--- config.mk ---
export PLATFORM = sky130hd
export DESIGN_NAME = ddrx_transfer_cfg
export DESIGN_NICKNAME = d
export VERILOG_FILES = /design/src/verilog/ddrx_pkg.sv /design/src/verilog/ddrx_wait_timer.sv /design/src/verilog/ddrx_transfer_cfg.sv
export SDC_FILE = /design/constraint.sdc
export NUM_CORES = 1
export LEC_CHECK = 0
export ABC_CLOCK_PERIOD_IN_PS = 2400
export CAP_MARGIN = 20
export CORE_MARGIN = 2
export CORE_UTILIZATION = 40
export CTS_CLUSTER_SIZE = 12
export DETAILED_ROUTE_END_ITERATION = 10
export DONT_BUFFER_PORTS = 1
export SLEW_MARGIN = 25
export SYNTH_ARGS = -nofsm -noshare
export SYNTH_HDL_FRONTEND = slang
export SYNTH_SLANG_ARGS = --single-unit
--- constraint.sdc ---
create_clock -name core_clk -period 2.4 [get_ports core_clk]
set_input_delay 0.36 -clock core_clk [delete_from_list [all_inputs] [get_ports core_clk]]
set_output_delay 0.36 -clock core_clk [all_outputs]
set_load 0.02 [all_outputs]
--- src/verilog/ddrx_pkg.sv ---
// Purpose: Shared constants for the DDR transfer timing configuration block
// Assumes: 32-bit AXI4-Lite register bus, one aligned word per register
// Notes: Field positions and reset values of the transfer configuration word
package ddrx_pkg;
  // ==========================================================
  // Register map
  localparam logic [3:0] ADDR_XFER_CFG = 4'h0;
  localparam logic [3:0] ADDR_STATUS = 4'h4;

  // ==========================================================
  // Transfer configuration fields
  localparam int BYTE_ORDER_BIT = 31;
  localparam int BURST_LIMIT_LSB = 24;
  localparam int READ_EN_DLY_LSB = 16;
  localparam int READ_DATA_WAIT_LSB = 4;
  localparam int WRITE_REQ_WAIT_LSB = 0;
  localparam int FIELD_W = 4;
  localparam logic [31:0] XFER_CFG_RESET = 32'h0400_0000;
  localparam logic [31:0] XFER_CFG_MASK = 32'h8f0f_00ff;

  // ==========================================================
  // Bus answers and channel count
  localparam logic [1:0] RESP_OKAY = 2'h0;
  localparam logic [1:0] RESP_SLVERR = 2'h2;
  localparam int NUM_WAITS = 3;
endpackage

--- src/verilog/ddrx_wait_timer.sv ---
// Purpose: One minimum-wait timer started by a command issue
// Assumes: Start is a one-cycle pulse on core_clk
// Notes: A count of zero behaves as a count of one
`timescale 1ns/1ps
module ddrx_wait_timer (
  input wire logic core_clk,
  input wire logic rst,
  input wire logic start,
  input wire logic [3:0] waitCount,
  output logic fire
);
  logic [3:0] remain_reg;
  logic busy_reg;

  // Load on start, count down while busy; a restart reloads
  always_ff @(posedge core_clk) begin
    if (rst) begin
      remain_reg <= 4'h0;
      busy_reg <= 1'b0;
    end else if (start) begin
      remain_reg <= (waitCount == 4'h0) ? 4'h1 : waitCount;
      busy_reg <= 1'b1;
    end else if (busy_reg) begin
      remain_reg <= remain_reg - 4'h1;
      busy_reg <= (remain_reg != 4'h1);
    end
  end

  // Fires in the last cycle of the wait
  assign fire = busy_reg && (remain_reg == 4'h1) && !start;
endmodule

--- src/verilog/ddrx_transfer_cfg.sv ---
// Purpose: Transfer configuration register and PHY handshake timing
// Assumes: Command and PHY signals come from logic on core_clk
// Notes: AXI4-Lite slave, one write and one read in flight at most
// What this block does
// - Bit 31 set selects big-endian data
// - Burst-limit field caps commands accepted per burst
// - Read enable waits read-enable delay after read
// - Read data expected after read-data wait
// - Write data request waits write-request delay
//
// Register access over AXI4-Lite and the register addresses were chosen for this implementation.
`timescale 1ns/1ps
module ddrx_transfer_cfg (
  input wire logic core_clk,
  input wire logic rst,
  input wire logic [3:0] s_axi_awaddr,
  input wire logic s_axi_awvalid,
  output logic s_axi_awready,
  input wire logic [31:0] s_axi_wdata,
  input wire logic [3:0] s_axi_wstrb,
  input wire logic s_axi_wvalid,
  output logic s_axi_wready,
  output logic [1:0] s_axi_bresp,
  output logic s_axi_bvalid,
  input wire logic s_axi_bready,
  input wire logic [3:0] s_axi_araddr,
  input wire logic s_axi_arvalid,
  output logic s_axi_arready,
  output logic [31:0] s_axi_rdata,
  output logic [1:0] s_axi_rresp,
  output logic s_axi_rvalid,
  input wire logic s_axi_rready,
  input wire logic burstMode,
  input wire logic burstDone,
  input wire logic cmdPush,
  output logic cmdPushReady,
  input wire logic phyCmdIssue,
  input wire logic phyCmdIsRead,
  output logic phyReadEnable,
  output logic readDataDue,
  output logic nextDataRequest,
  input wire logic [31:0] wrData,
  output logic [31:0] phyWrData,
  input wire logic [31:0] phyRdData,
  output logic [31:0] rdData
);
  // ==========================================================
  // Configuration fields
  logic [31:0] xferCfg_reg;
  logic byteOrderSel;
  logic [3:0] burstCommandLimit;
  logic [3:0] readEnableDelay;
  logic [3:0] readDataWait;
  logic [3:0] writeRequestWait;
  logic [3:0] burstCount_reg;
  localparam int NUM_W = ddrx_pkg::NUM_WAITS;
  logic [NUM_W-1:0] waitStart;
  logic [NUM_W-1:0] waitFire;
  logic [3:0] waitCount [NUM_W];

  assign byteOrderSel = xferCfg_reg[ddrx_pkg::BYTE_ORDER_BIT];
  assign burstCommandLimit = xferCfg_reg[ddrx_pkg::BURST_LIMIT_LSB +: ddrx_pkg::FIELD_W];
  assign readEnableDelay = xferCfg_reg[ddrx_pkg::READ_EN_DLY_LSB +: ddrx_pkg::FIELD_W];
  assign readDataWait = xferCfg_reg[ddrx_pkg::READ_DATA_WAIT_LSB +: ddrx_pkg::FIELD_W];
  assign writeRequestWait = xferCfg_reg[ddrx_pkg::WRITE_REQ_WAIT_LSB +: ddrx_pkg::FIELD_W];

  // ==========================================================
  // AXI4-Lite write channel
  logic awHeld_reg;
  logic wHeld_reg;
  logic [3:0] awAddr_reg;
  logic [31:0] wData_reg;
  logic [3:0] wStrb_reg;
  logic doWrite;

  assign s_axi_awready = !awHeld_reg && !s_axi_bvalid;
  assign s_axi_wready = !wHeld_reg && !s_axi_bvalid;
  assign doWrite = awHeld_reg && wHeld_reg;

  // Address and data are caught in either order
  always_ff @(posedge core_clk) begin
    if (rst) begin
      awHeld_reg <= 1'b0;
      wHeld_reg <= 1'b0;
      awAddr_reg <= 4'h0;
      wData_reg <= 32'h0000_0000;
      wStrb_reg <= 4'h0;
    end else begin
      if (s_axi_awvalid && s_axi_awready) begin
        awHeld_reg <= 1'b1;
        awAddr_reg <= s_axi_awaddr;
      end else if (doWrite) begin
        awHeld_reg <= 1'b0;
      end
      if (s_axi_wvalid && s_axi_wready) begin
        wHeld_reg <= 1'b1;
        wData_reg <= s_axi_wdata;
        wStrb_reg <= s_axi_wstrb;
      end else if (doWrite) begin
        wHeld_reg <= 1'b0;
      end
    end
  end

  // Write response, error on any address but the configuration word
  always_ff @(posedge core_clk) begin
    if (rst) begin
      s_axi_bvalid <= 1'b0;
      s_axi_bresp <= ddrx_pkg::RESP_OKAY;
    end else if (doWrite) begin
      s_axi_bvalid <= 1'b1;
      s_axi_bresp <= (awAddr_reg == ddrx_pkg::ADDR_XFER_CFG) ? ddrx_pkg::RESP_OKAY
                                                             : ddrx_pkg::RESP_SLVERR;
    end else if (s_axi_bready) begin
      s_axi_bvalid <= 1'b0;
    end
  end

  // Configuration word with byte strobes; unimplemented bits stay zero
  always_ff @(posedge core_clk) begin
    if (rst) begin
      xferCfg_reg <= ddrx_pkg::XFER_CFG_RESET;
    end else if (doWrite && awAddr_reg == ddrx_pkg::ADDR_XFER_CFG) begin
      for (int b = 0; b < 4; b++) begin
        if (wStrb_reg[b]) begin
          xferCfg_reg[8*b +: 8] <= wData_reg[8*b +: 8] & ddrx_pkg::XFER_CFG_MASK[8*b +: 8];
        end
      end
    end
  end

  // ==========================================================
  // AXI4-Lite read channel
  assign s_axi_arready = !s_axi_rvalid;

  // Status word shows the burst count and the wait timers firing this cycle
  always_ff @(posedge core_clk) begin
    if (rst) begin
      s_axi_rvalid <= 1'b0;
      s_axi_rdata <= 32'h0000_0000;
      s_axi_rresp <= ddrx_pkg::RESP_OKAY;
    end else if (s_axi_arvalid && s_axi_arready) begin
      s_axi_rvalid <= 1'b1;
      s_axi_rresp <= ddrx_pkg::RESP_OKAY;
      unique case (s_axi_araddr)
        ddrx_pkg::ADDR_XFER_CFG: s_axi_rdata <= xferCfg_reg;
        ddrx_pkg::ADDR_STATUS: s_axi_rdata <= {25'h0, burstCount_reg, waitFire};
        default: begin
          s_axi_rdata <= 32'h0000_0000;
          s_axi_rresp <= ddrx_pkg::RESP_SLVERR;
        end
      endcase
    end else if (s_axi_rready) begin
      s_axi_rvalid <= 1'b0;
    end
  end

  // ==========================================================
  // Burst command limit; a limit of zero leaves bursts uncapped
  assign cmdPushReady = !burstMode || burstCommandLimit == 4'h0
                        || burstCount_reg < burstCommandLimit;

  always_ff @(posedge core_clk) begin
    if (rst || burstDone || !burstMode) begin
      burstCount_reg <= 4'h0;
    end else if (cmdPush && cmdPushReady) begin
      burstCount_reg <= burstCount_reg + 4'h1;
    end
  end

  // ==========================================================
  // Handshake timers, one per delay field
  assign waitStart = {phyCmdIssue && !phyCmdIsRead, {2{phyCmdIssue && phyCmdIsRead}}};
  assign waitCount[0] = readEnableDelay;
  assign waitCount[1] = readDataWait;
  assign waitCount[2] = writeRequestWait;

  generate
    for (genvar i = 0; i < NUM_W; i++) begin : gWait
      // Counts whole core_clk cycles; zero waits one pipeline cycle
      ddrx_wait_timer uTimer (
        .core_clk(core_clk),
        .rst(rst),
        .start(waitStart[i]),
        .waitCount(waitCount[i]),
        .fire(waitFire[i])
      );
    end
  endgenerate

  assign phyReadEnable = waitFire[0];
  assign readDataDue = waitFire[1];
  assign nextDataRequest = waitFire[2];

  // ==========================================================
  // Byte order of the data paths
  function automatic logic [31:0] ddrx_swap(input logic [31:0] d, input logic swap);
    ddrx_swap = swap ? {d[7:0], d[15:8], d[23:16], d[31:24]} : d;
  endfunction

  always_ff @(posedge core_clk) begin
    if (rst) begin
      phyWrData <= 32'h0000_0000;
      rdData <= 32'h0000_0000;
    end else begin
      phyWrData <= ddrx_swap(wrData, byteOrderSel);
      rdData <= ddrx_swap(phyRdData, byteOrderSel);
    end
  end

  // ==========================================================
  // Checks: cycles since last issue of each kind
  logic [4:0] sinceRd_reg;
  logic [4:0] sinceWr_reg;
  always_ff @(posedge core_clk) begin
    if (rst) begin
      sinceRd_reg <= 5'h1f;
      sinceWr_reg <= 5'h1f;
    end else begin
      sinceRd_reg <= (phyCmdIssue && phyCmdIsRead) ? 5'h0
                     : (sinceRd_reg == 5'h1f ? sinceRd_reg : sinceRd_reg + 5'h1);
      sinceWr_reg <= (phyCmdIssue && !phyCmdIsRead) ? 5'h0
                     : (sinceWr_reg == 5'h1f ? sinceWr_reg : sinceWr_reg + 5'h1);
    end
  end

  a_byte_order: assert property (@(posedge core_clk) disable iff (rst)
    ##1 phyWrData == ddrx_swap($past(wrData), $past(byteOrderSel)))
    else $error("write data byte order wrong");
  a_burst_cap: assert property (@(posedge core_clk) disable iff (rst)
    burstMode && burstCommandLimit != 4'h0 && burstCount_reg >= burstCommandLimit
    |-> !cmdPushReady)
    else $error("burst limit exceeded");
  a_read_enable_wait: assert property (@(posedge core_clk) disable iff (rst)
    phyReadEnable |-> sinceRd_reg + 5'h1 >= {1'b0, readEnableDelay})
    else $error("read enable too early");
  a_read_enable_due: assert property (@(posedge core_clk) disable iff (rst)
    phyCmdIssue && phyCmdIsRead && readEnableDelay == 4'h3
    ##1 !phyCmdIssue [*3] |-> phyReadEnable)
    else $error("read enable missing");
  a_read_data_wait: assert property (@(posedge core_clk) disable iff (rst)
    readDataDue |-> sinceRd_reg + 5'h1 >= {1'b0, readDataWait})
    else $error("read data expected too early");
  a_write_req_wait: assert property (@(posedge core_clk) disable iff (rst)
    nextDataRequest |-> sinceWr_reg + 5'h1 >= {1'b0, writeRequestWait})
    else $error("write request too early");
  a_zero_wait: assert property (@(posedge core_clk) disable iff (rst)
    phyCmdIssue && !phyCmdIsRead && writeRequestWait == 4'h0 |=> nextDataRequest)
    else $error("zero wait not one cycle");
  a_bresp_slverr: assert property (@(posedge core_clk) disable iff (rst)
    doWrite && awAddr_reg != ddrx_pkg::ADDR_XFER_CFG |=> s_axi_bresp == ddrx_pkg::RESP_SLVERR)
    else $error("unmapped write not refused");

  c_read_cmd: cover property (@(posedge core_clk) phyCmdIssue && phyCmdIsRead ##[1:16] readDataDue);
  c_write_cmd: cover property (@(posedge core_clk) phyCmdIssue && !phyCmdIsRead
    ##[1:16] nextDataRequest);
  c_burst_full: cover property (@(posedge core_clk) burstMode && cmdPush && !cmdPushReady);
endmodule

==> flow_metrics.tcl <==
set metrics [dict create \
    run_status "finished, final reports clean" \
    final-hold-violation-count 0 \
    cts_resized 0 \
    row_count 44 \
    path_clk_slew_ns 0.06 \
    nets 743 \
    r2r-end "s_axi_rdata[17]" \
    post-route-cell-area_um2 6620 \
    grt_pass1_wl_um 21700 \
    r2r_cells 4 \
    synth_edf_count 0 \
    post-cts-setup-buffer-count 0 \
    ant_nets 0 \
    min_from "rst" \
    grt_usage_pct 17.9 \
    reg2reg_setup_slack_ns 0.75 \
    die_h_um 125 \
    synth.distinct_cells 39 \
    antenna_found_initial 0 \
    syn_inst 616 \
    synth_area_um2 5840 \
    dp_cells 767 \
    core_um2 14400 \
    worstPathRequired_ns 2.04 \
    placed_cell_area_um2 5890 \
    r2r_start "s_axi_rvalid" \
    min_period_over_period_pct 93.7 \
    p_leak_nw 2.58 \
    cts_root_buffer "clkbuf_16" \
    p_per_area_nw_per_um2 884 \
    area_growth_pct 13.3 \
    drc 0 \
    port_buffers 0 \
    insertion_delay_ns 0.43 \
    crit_chain "inv_1, ha_1, o211ai_1, o21a_1, or2_2" \
    hpwl_um 8860 \
    gp_congestion 0.780 \
    period_minus_slack_ns 2.25 \
    final_cells 810 \
    ys_seq_area_share_pct 50.4 \
    min_to "phyWrData[30]" \
    worst_pin_slew_ns 0.696 \
    drt_iter0_drc 224 \
    swShare_pct 23.9 \
    yosysTopAreaCellShare_pct 50.4 \
    max_freq_mhz 445 \
    cp.arrival_ns 1.89 \
    slew_violations 0 \
    synthArstFlopShare_pct 0 \
    reg_top3 "phyWrData (32), rdData (32)" \
    relSlewSlack_pct 53.4 \
    routed_wl_um 14000 \
    grt_pass1_vias 4217 \
    internal_power_mw 4.45 \
    numCtsBuffers 17 \
    via_count 4209 \
    cts_tree "done" \
    cts_buffer_depth 2 \
    fin_worst_skew_ns 0.00901 \
    setup_viol 0 \
    n_fill_cell 1354 \
    ios 229 \
    avgSynthCellArea_um2 9.49 \
    vdd_drop_max_uv 457 \
    cp-end-kind "primary output" \
    overflow 0 \
    pwr-share-seq_pct 46.4 \
    net-switching-power_mw 1.40 \
    worst-path-max-fanout 4 \
    crit_type "reg -> out" \
    seq_area_um2 2950 \
    cts_num_sinks 147 \
    crit_slowest_cell "dfxtp_1" \
    htree_levels 4 \
    slowest_delay_ns 0.42 \
    synth_area_leader_cell "dfxtp_1" \
    drtPass1Iterations 5 \
    synthFlopType "dfxtp_1" \
    cp-start-kind "register" \
    drive_gt1_share_pct 7.35 \
    hold_class "in -> reg" \
    tns_ns 0 \
    multi_input_area_um2 2620 \
    comb_power_share_pct 6.1 \
    maxCapViolCount 0 \
    detail_route.wl_per_cell_um 17.3 \
    holdPathStages 1 \
    power.total_mw 5.85 \
    via_per_inst 5.20 \
    synth_area_leaders "dfxtp_1, mux2i_1, nor2_1" \
    clkPwrFrac_pct 47.5 \
    die_w_um 125 \
    rsz0062_at_grt "false" \
    dieArea_um2 15600 \
    synth_seq_cells 147 \
    initial_core_util_pct 40.5 \
    synth_warnings 0 \
    grt_max_degree 44 \
    diodes 0 \
]
## worst max path at each step
| stage | start | to | slack (ns) | cells after the start |
|---|---|---|---|---|
| after global routing | xferCfg_reg[27] | cmdPushReady | 0.06 | 5 |
| after detailed placement | xferCfg_reg[27] | cmdPushReady | 0.62 | 5 |
| after floorplan | xferCfg_reg[27] | cmdPushReady | 0.74 | 5 |
| final | xferCfg_reg[27] | cmdPushReady | 0.15 | 5 |
| after global placement | xferCfg_reg[27] | cmdPushReady | 0.64 | 5 |
| after CTS | xferCfg_reg[27] | cmdPushReady | 0.16 | 5 |
## layer usage
metal	up-vias	routed length (µm)	track usage (%)
met5	-	0	0
met4	0	316	8.43
met3	30	973	6.19
met2	176	6410	27.3
met1	1970	6290	22.7
li1	2033	-	-
## logic make-up (layout without fill, tap and decap cells)
group / count (synthesis) / after routing / synth area share [%]
xor gates and xnor gates: 9 / 9 / 1.35
muxes: 96 / 96 / 16.4
adders and majority gates: 10 / 10 / 2.14
and+or+nand+nor: 221 / 221 / 16.8
other: 1 / 17 / 0.0642
DFF: 147 / 147 / 50.4
buffers and inverters: 65 / 59 / 5.78
AOI/OAI and AO/OA: 67 / 67 / 7.02
## synthesized netlist by cell type (6+ instances only)
library cell,number
mux2i_1,96
buf_2,18
nor3_1,12
a22oi_1,10
nand2b_1,8
a211oi_1,9
nand2_1,62
clkbuf_1,14
a21oi_1,36
ha_1,10
dfxtp_1,147
buf_4,17
xnor2_1,6
nor2_1,115
inv_1,11
## critical path: cells and delay by family, from the launching register on
kind                     cells  cell delay [ns]
adder cells (fa/ha/maj)      1             0.30
AO/OA/AOI/OAI                2             0.32
AND/OR/NAND/NOR              1             0.36
flip-flops                   1             0.42
buffers and inverters        1             0.07
## cell type report
type	count	share of cell area, %
clock buffers	22	7.31
clock inverters	10	2.23
inverters	11	0.623
multi-input cells	420	39.6
flip-flops and latches	147	44.5
well taps	184	3.48
repair buffers	16	2.27
## stage by stage
| step | utilization, % | hold WS (ns) | setup slack (ns) |
|---|---|---|---|
| 3_3_place_gp | 40.8 | 0.435 | 0.635 |
| 5_1_grt | 45.9 | 0.000689 | 0.0553 |
| 2_1_floorplan | - | 0.432 | 0.736 |
| 3_5_place_dp | 40.8 | 0.440 | 0.617 |
| 6_report | 45.9 | 0.0360 | 0.152 |
| 4_1_cts | 45.9 | 0.000178 | 0.155 |
## placed cells by master, fill, tap and decap left out, types with 2 or more instances in the layout
cell type	synthesis	layout
dfxtp_1	147	146
nor2_1	115	115
mux2i_1	96	96
nand2_1	62	62
a21oi_1	36	36
conb_1	1	17
clkbuf_16	0	17
nor3_1	12	12
inv_1	11	11
a22oi_1	10	10
ha_1	10	10
a211oi_1	9	9
dlygate4sd3_1	0	9
nand2b_1	8	8
xnor2_1	6	6
and4_1	4	4
o211ai_1	4	4
o21ai_1	4	4
clkbuf_8	0	4
buf_4	17	4
xor2_1	3	3
nor4b_1	3	3
clkinv_4	0	3
bufinv_16	0	3
clkinvlp_4	0	3
and2_1	2	2
nand4_2	2	2
or3_1	2	2
nor2b_1	2	2
nand3_1	2	2
buf_2	18	2
## repair_timing
action                     4_1_cts  5_1_grt
setup endpoints to repair        0        0
hold buffers                     9        2
hold endpoints to repair        27        6
## power by group through the flow
stage,Combinational (mW),Sequential (mW),Clock [mW]
after floorplan,0.325,2.74,0
after global placement,0.295,2.77,0
after detailed placement,0.307,2.77,0
after CTS,0.355,2.72,2.83
after global routing,0.405,2.73,2.95
final,0.356,2.72,2.78
Power figures use the tool's default switching activity.
